`src/common/rcs_defs.vh`:
```
// Constants for the reset control sequencer.
// Functional notes
// - Six reset causes are accepted: pin, power-on, supply droop, software, watchdog and regulator fault.
// - When a reset sequence completes, its cause is recorded in the reset cause record.
// - Cause bits are sticky and survive later reset sequences that are not pin-caused.
// - A pin-caused reset clears every other cause bit and leaves only the pin bit set.
// - Pin and power-on sequencing is timed by a count derived from the oscillator rate.
// - Reset processing runs entirely on the single internal oscillator clock.
// - The pin resets the core and peripherals but never the test access port.
// - After the pin is released a 15-30 ms settling count runs with internal reset held.
// - On release of internal reset the core is told to load stack pointer and program counter and fetch.
// - The power-on detector pulse starts the power-on sequence; the code starts it on srst, and por_active only holds the first wait state.
// - Power-on sequencing waits for the later of pin release and power-on release.
// - After both are inactive, internal reset is held through the settling count.
// - The power-on source acts only on the first power-up and is ignored afterwards.
`ifndef RCS_DEFS_VH
`define RCS_DEFS_VH

// Cause record bit positions.
`define RCS_CAUSE_W        6
`define RCS_CAUSE_PIN      0
`define RCS_CAUSE_POR      1
`define RCS_CAUSE_DROOP    2
`define RCS_CAUSE_SW       3
`define RCS_CAUSE_WDOG     4
`define RCS_CAUSE_REG      5
`define RCS_CAUSE_RST      6'h00

// Timing: clock rate and the least settling time.
`define RCS_CLK_KHZ        200000
`define RCS_SETTLE_MS      15
`define RCS_SETTLE_CYC     (`RCS_SETTLE_MS * `RCS_CLK_KHZ)
`define RCS_CNT_W          22
`define RCS_INT_HOLD_CYC   16

// Sequencer states.
`define RCS_ST_WAIT        3'h0
`define RCS_ST_SETTLE      3'h1
`define RCS_ST_INT_HOLD    3'h2
`define RCS_ST_BOOT        3'h3
`define RCS_ST_RUN         3'h4

`endif

```
`src/rtl/rcs_reset_ctrl.v`:
```
// Reset control sequencer: cause capture and settling timing.
`timescale 1ns/1ps
`include "rcs_defs.vh"
module rcs_reset_ctrl #(
  parameter SETTLE_CYCLES = `RCS_SETTLE_CYC
) (
  clk_sys,
  srst,
  rst_pin_n,
  por_active,
  supply_droop_reset,
  sw_reset_req,
  wdog_reset,
  internal_regulator_fault,
  cause_clr,
  core_rst,
  periph_rst,
  tap_rst,
  boot_fetch,
  reset_cause_record
);
  input  wire                     clk_sys;
  input  wire                     srst;
  input  wire                     rst_pin_n;
  input  wire                     por_active;
  input  wire                     supply_droop_reset;
  input  wire                     sw_reset_req;
  input  wire                     wdog_reset;
  input  wire                     internal_regulator_fault;
  input  wire [`RCS_CAUSE_W-1:0]  cause_clr;
  output wire                     core_rst;
  output wire                     periph_rst;
  output wire                     tap_rst;
  output wire                     boot_fetch;
  output wire [`RCS_CAUSE_W-1:0]  reset_cause_record;

  // Terminal counts. The integer forms are cut to the counter width on
  // purpose; the default settling count still fits with room to spare.
  localparam integer          SETTLE_LAST_I = SETTLE_CYCLES - 1;
  localparam integer          INT_LAST_I    = `RCS_INT_HOLD_CYC - 1;
  localparam [`RCS_CNT_W-1:0] SETTLE_LAST   =
    SETTLE_LAST_I[`RCS_CNT_W-1:0];
  localparam [`RCS_CNT_W-1:0] INT_LAST      =
    INT_LAST_I[`RCS_CNT_W-1:0];

  // Sequencer states, binary coded; a code outside these falls back to
  // the wait state so a disturbed register cannot lock the core out.
  localparam [2:0]            ST_WAIT       = `RCS_ST_WAIT;
  localparam [2:0]            ST_SETTLE     = `RCS_ST_SETTLE;
  localparam [2:0]            ST_INT_HOLD   = `RCS_ST_INT_HOLD;
  localparam [2:0]            ST_BOOT       = `RCS_ST_BOOT;
  localparam [2:0]            ST_RUN        = `RCS_ST_RUN;

  wire                    pin_n_s;
  reg  [2:0]              state_q;
  reg  [2:0]              state_d;
  reg  [`RCS_CNT_W-1:0]   cnt_q;
  reg  [`RCS_CNT_W-1:0]   cnt_d;
  reg                     por_done_q;
  reg                     por_done_d;
  reg                     por_seq_q;
  reg                     por_seq_d;
  reg  [`RCS_CAUSE_W-1:0] pend_q;
  reg  [`RCS_CAUSE_W-1:0] pend_d;
  reg  [`RCS_CAUSE_W-1:0] cause_q;
  reg  [`RCS_CAUSE_W-1:0] cause_d;
  reg                     core_rst_q;
  reg                     core_rst_d;
  reg                     tap_rst_q;
  reg                     tap_rst_d;
  reg                     boot_q;
  reg                     boot_d;
  reg  [`RCS_CAUSE_W-1:0] int_ev;
  reg                     por_live;

  // The pin is synchronised so the settling count starts on a clean edge.
  rcs_sync #(
    .RST_VAL (1'b0)
  ) u_pin_sync (
    .clk_sys (clk_sys),
    .srst    (srst),
    .din     (rst_pin_n),
    .dout    (pin_n_s)
  );

  // Internal sources that restart the core from the run state.
  always @* begin
    int_ev                    = {`RCS_CAUSE_W{1'b0}};
    int_ev[`RCS_CAUSE_DROOP]  = supply_droop_reset;
    int_ev[`RCS_CAUSE_SW]     = sw_reset_req;
    int_ev[`RCS_CAUSE_WDOG]   = wdog_reset;
    int_ev[`RCS_CAUSE_REG]    = internal_regulator_fault;
    // The detector is heeded only until the wait state is first left.
    por_live = por_active & ~por_done_q;
  end

  // Sequencer next-state logic; everything runs on the one internal
  // oscillator clock, and the settling count is scaled from its rate.
  always @* begin
    state_d    = state_q;
    cnt_d      = cnt_q;
    por_done_d = por_done_q;
    por_seq_d  = por_seq_q;
    pend_d     = pend_q;
    core_rst_d = core_rst_q;
    tap_rst_d  = tap_rst_q;
    boot_d     = 1'b0;
    case (state_q)
      ST_WAIT: begin
        core_rst_d = 1'b1;
        cnt_d      = {`RCS_CNT_W{1'b0}};
        // Leave only after the later of pin and power-on release.
        if (pin_n_s && !por_live) begin
          state_d = ST_SETTLE;
          if (!por_done_q) begin
            por_done_d = 1'b1;
          end
        end
      end
      ST_SETTLE: begin
        core_rst_d = 1'b1;
        tap_rst_d  = 1'b0;
        // A new pin assertion restarts the wait from scratch.
        if (!pin_n_s) begin
          state_d          = ST_WAIT;
          por_seq_d        = 1'b0;
          pend_d           = {`RCS_CAUSE_W{1'b0}};
          pend_d[`RCS_CAUSE_PIN] = 1'b1;
        end else if (cnt_q == SETTLE_LAST) begin
          state_d = ST_BOOT;
        end else begin
          cnt_d = cnt_q + 1'b1;
        end
      end
      ST_INT_HOLD: begin
        core_rst_d = 1'b1;
        if (!pin_n_s) begin
          state_d          = ST_WAIT;
          pend_d           = {`RCS_CAUSE_W{1'b0}};
          pend_d[`RCS_CAUSE_PIN] = 1'b1;
        end else if (cnt_q == INT_LAST) begin
          state_d = ST_BOOT;
        end else begin
          cnt_d = cnt_q + 1'b1;
        end
      end
      ST_BOOT: begin
        // Core leaves reset and is told to load its vectors and fetch.
        core_rst_d = 1'b0;
        boot_d     = 1'b1;
        pend_d     = {`RCS_CAUSE_W{1'b0}};
        por_seq_d  = 1'b0;
        state_d    = ST_RUN;
      end
      ST_RUN: begin
        cnt_d = {`RCS_CNT_W{1'b0}};
        // The pin has priority over internal sources in the same cycle.
        if (!pin_n_s) begin
          core_rst_d             = 1'b1;
          pend_d                 = {`RCS_CAUSE_W{1'b0}};
          pend_d[`RCS_CAUSE_PIN] = 1'b1;
          state_d                = ST_WAIT;
        end else if (|int_ev) begin
          core_rst_d = 1'b1;
          pend_d     = int_ev;
          state_d    = ST_INT_HOLD;
        end
      end
      default: begin
        state_d    = ST_WAIT;
        core_rst_d = 1'b1;
      end
    endcase
  end

  // Cause record update: recorded as the sequence completes. Pin causes
  // wipe the rest; others accumulate. A set beats a clear in one cycle.
  always @* begin
    cause_d = cause_q & ~cause_clr;
    if (state_q == ST_BOOT) begin
      if (pend_q[`RCS_CAUSE_PIN] && !por_seq_q) begin
        cause_d = {`RCS_CAUSE_W{1'b0}};
        cause_d[`RCS_CAUSE_PIN] = 1'b1;
      end else begin
        cause_d = cause_d | pend_q;
        if (por_seq_q) begin
          cause_d[`RCS_CAUSE_POR] = 1'b1;
        end
      end
    end
  end

  // State registers. The power-up state waits with the test port also held,
  // since only power-on may reset the test port.
  always @(posedge clk_sys) begin
    if (srst) begin
      state_q    <= ST_WAIT;
      cnt_q      <= {`RCS_CNT_W{1'b0}};
      por_done_q <= 1'b0;
      por_seq_q  <= 1'b1;
      pend_q     <= {`RCS_CAUSE_W{1'b0}};
      cause_q    <= `RCS_CAUSE_RST;
      core_rst_q <= 1'b1;
      tap_rst_q  <= 1'b1;
      boot_q     <= 1'b0;
    end else begin
      state_q    <= state_d;
      cnt_q      <= cnt_d;
      por_done_q <= por_done_d;
      por_seq_q  <= por_seq_d;
      pend_q     <= pend_d;
      cause_q    <= cause_d;
      core_rst_q <= core_rst_d;
      tap_rst_q  <= tap_rst_d;
      boot_q     <= boot_d;
    end
  end

  // Core and peripherals share one reset; the test port has its own.
  assign core_rst           = core_rst_q;
  assign periph_rst         = core_rst_q;
  assign tap_rst            = tap_rst_q;
  assign boot_fetch         = boot_q;
  assign reset_cause_record = cause_q;
endmodule

```
`src/rtl/rcs_sync.v`:
```
// Two-flop level synchroniser for asynchronous reset inputs.
`timescale 1ns/1ps
module rcs_sync #(
  parameter RST_VAL = 1'b1
) (
  clk_sys,
  srst,
  din,
  dout
);
  input  wire clk_sys;
  input  wire srst;
  input  wire din;
  output wire dout;

  reg meta_q;
  reg sync_q;

  // The first flop is read only by the second to keep metastability contained.
  always @(posedge clk_sys) begin
    if (srst) begin
      meta_q <= RST_VAL;
      sync_q <= RST_VAL;
    end else begin
      meta_q <= din;
      sync_q <= meta_q;
    end
  end

  assign dout = sync_q;
endmodule

```
`config.mk`:
```
export PLATFORM = sky130hd
export DESIGN_NAME = rcs_reset_ctrl
export DESIGN_NICKNAME = d
export VERILOG_FILES = /design/src/rtl/rcs_reset_ctrl.v /design/src/rtl/rcs_sync.v
export VERILOG_INCLUDE_DIRS = /design/src /design/src/common
export SDC_FILE = /design/constraint.sdc
export NUM_CORES = 1
export LEC_CHECK = 0
export BUFFER_PORTS_ARGS = -buffer_cell sky130_fd_sc_hd__buf_2
export CORE_MARGIN = 3
export CORE_UTILIZATION = 30
export DETAILED_ROUTE_END_ITERATION = 12
export GPL_TIMING_DRIVEN = 0
export SLEW_MARGIN = 30
export SYNTH_ARGS = -nofsm -noshare
export SYNTH_HDL_FRONTEND = slang
export SYNTH_SLANG_ARGS = --single-unit
```
`constraint.sdc`:
```
create_clock -name clk_sys -period 3.6 [get_ports clk_sys]
set_input_delay 0.36 -clock clk_sys [delete_from_list [all_inputs] [get_ports clk_sys]]
set_output_delay 0.36 -clock clk_sys [all_outputs]
set_load 0.02 [all_outputs]
```
==> flow_metrics.env <==
export IMPL_status="complete, no violations"
export IMPL_io_buffers=23
export IMPL_die_y_microns=93.2
export IMPL_synth_cell_type_count=53
export IMPL_place_gp_congestion=0.844
export IMPL_vias_per_cell=5.43
export IMPL_drt_iter0_markers=156
export IMPL_switching_share_pct=22.8
export IMPL_dp_hpwl_mm=4.19
export IMPL_drc=0
export IMPL_overflow=0
export IMPL_drive_above_1_share_pct=18.4
export IMPL_multi_input_area_sq_um=1310
export IMPL_synth_common_cells="dfxtp_1, nor2_1, a21oi_1"
export IMPL_synth_nets=277
export IMPL_ff2ff_setup_slack_ns=1.31
export IMPL_yosysMostFrequentCell="dfxtp_1"
export IMPL_wl_mm=5.77
export IMPL_fillers=766
export IMPL_tightest_slew_ns=0.739
export IMPL_worstPathMaxFanout=10
export IMPL_fin_setup_tns_ns=0
export IMPL_post_route_period_util_pct=63.6
export IMPL_std_cell_rows=31
export IMPL_nets=307
export IMPL_grt_pass1_vias=1931
export IMPL_report_final_slew_viol_count=0
export IMPL_cts_tree="yes"
export IMPL_antenna_found_initial=0
export IMPL_fin_worst_skew_ns=0.00635
export IMPL_drtPass1Iterations=4
export IMPL_fmax_mhz=436
export IMPL_die_w_microns=93.2
export IMPL_syn_area_sq_um=2280
export IMPL_seqPwrFrac_pct=52.8
export IMPL_start_kind="flip-flop"
export IMPL_cts_buffers=5
export IMPL_cts_resized=0
export IMPL_insertion_delay_ns=0.29
export IMPL_synthCells=262
export IMPL_synth_async_reset_ratio_pct=0
export IMPL_cts_hold_repair_buffers=0
export IMPL_yosys_area_top_type="dfxtp_1"
export IMPL_ys_ff_latch=43
export IMPL_postPlaceCellArea_sq_um=2520
export IMPL_peakVddDrop_mv=0.218
export IMPL_p_comb_share_pct=4.4
export IMPL_holdWs_ns=0.269
export IMPL_worstSetupPathType="reg -> reg"
export IMPL_syn_area_per_cell_sq_um=8.71
export IMPL_design_core_area_sq_um=7330
export IMPL_initial_core_util_pct=31.1
export IMPL_n_antenna_cell=0
export IMPL_cts_setup_buffers=0
export IMPL_synth_main_ff_cell="dfxtp_1"
export IMPL_boundaryPins=24
export IMPL_synthTopCellsByArea="dfxtp_1, a21oi_1, o41ai_1"
export IMPL_p_sw_mw=0.207
export IMPL_yosysTopAreaCellShare_pct=37.7
export IMPL_p_clk_share_pct=42.8
export IMPL_seqCellArea_sq_um=861
export IMPL_synth_edf_count=0
export IMPL_p_per_area_nw_per_um2=345
export IMPL_finalInstanceArea_sq_um=2640
export IMPL_final_min_clock_period_ns=2.29
export IMPL_ant_nets=0
export IMPL_dieArea_sq_um=8690
export IMPL_syn2layout_area_growth_pct=15.6
export IMPL_final_hold_viol_count=0
export IMPL_hp_start="rst_pin_n"
export IMPL_synth_seq_area_share_pct=37.7
export IMPL_wl_per_cell_microns=14.7
export IMPL_internal_power_mw=0.702
export IMPL_endpoint_kind="flip-flop"
export IMPL_arrival_ns=2.46
export IMPL_rsz0062_at_grt="false"
export IMPL_track_usage_pct=13.7
export IMPL_dr_total_vias=2128
export IMPL_critical_path_required_ns=3.76
export IMPL_hp_class="in -> reg"
export IMPL_yosys_warnings=0
export IMPL_slew_headroom_pct=50.2
export IMPL_clk_pin_slew_ns=0.09
export IMPL_root_buffer="clkbuf_8"
export IMPL_grt_pass1_wl_mm=9.65
export IMPL_cts_buffer_depth=2
export IMPL_htreeDepth=2
export IMPL_worstReg2RegStart="cnt_q[14]"
export IMPL_grt_max_degree=16
export IMPL_startpoint="cnt_q[14]"
export IMPL_maxCapViolCount=0
export IMPL_cts_sinks=43
export IMPL_setup_viol=0
export IMPL_leakage_nw=0.937
## state kept, by name, summed over array words and instances, names as in the netlist, 3 cells and up
name and flops:
pend_q 5, cnt_q 22, reset_cause_record 6, state_q 3
## final cells by class
type                       count  area share, %
buffer                        18           3.94
clock buffer                   5           2.61
clock inverter                 3           1.80
inverter                       3          0.427
multi-input combinational    198           49.5
sequential                    43           32.7
tap                           99           4.70
timing repair buffer          23           4.37
## power groups by stage
stage	combinational (mW)	sequential (mW)	clock [mW]
final	0.0399	0.480	0.389
after global routing	0.0441	0.480	0.421
after CTS	0.0398	0.480	0.402
after detailed placement	0.0395	0.491	0
after global placement	0.0395	0.491	0
after floorplan	0.0217	0.491	0
## cells by family after synthesis
family	Yosys count	synth area share, %
fa+ha+maj	4	1.92
simple gates	117	31.1
compound gates	76	23.8
mux	1	0.439
flops	43	37.7
buf+inv	21	5.05
## stage by stage
| stage | power, mW | worst slack, ns | utilization [%] | std cells |
|---|---|---|---|---|
| 2_1_floorplan | 0.512 | 1.64 | - | 262 |
| 3_3_place_gp | 0.530 | 1.38 | 34.4 | 384 |
| 3_5_place_dp | 0.530 | 1.38 | 34.4 | 384 |
| 4_1_cts | 0.921 | 1.35 | 36.0 | 392 |
| 5_1_grt | 0.946 | 1.07 | 36.0 | 392 |
| 6_report | 0.909 | 1.31 | 36.0 | 392 |
## worst max-delay path, stage by stage (launching register included)
cell and delay (ns):
dfxtp_1 0.32, clkbuf_1 0.25, and3_1 0.26, nor4b_1 0.52, a21oi_1 0.30, nand2_1 0.15, buf_2 0.26, o41ai_1 0.11
## metal layers
metal,wire length [microns],global-route usage (%),vias to the layer above
met4,48,3.54,0
met2,2650,21.6,53
li1,-,-,1066
met1,2810,19.5,1005
met5,0,0,-
met3,259,2.17,4
## placed cells by master (no fill, tap or decap), drive strengths merged, types with 4 or more instances in the layout
| cell type | count |
|---|---|
| nor2 | 25 |
| nor2b | 10 |
| o41ai | 12 |
| nand3 | 14 |
| a31oi | 7 |
| a22oi | 4 |
| o211ai | 7 |
| clkbuf | 14 |
| buf | 32 |
| nand4 | 7 |
| inv | 4 |
| a21oi | 21 |
| o311ai | 5 |
| or3 | 4 |
| nand2 | 19 |
| dfxtp | 43 |
| nor4 | 6 |
| o21ai | 10 |
| and3 | 4 |
| nand2b | 5 |
| or4 | 6 |
## final timing paths
path,to,depth (start not counted)
setup / recovery,cnt_q[12],7
hold / removal,u_pin_sync.meta_q,2
setup reg to reg,cnt_q[12],7
hold reg to reg,u_pin_sync.dout,1
No activity file was read; power rests on OpenSTA's default activity.
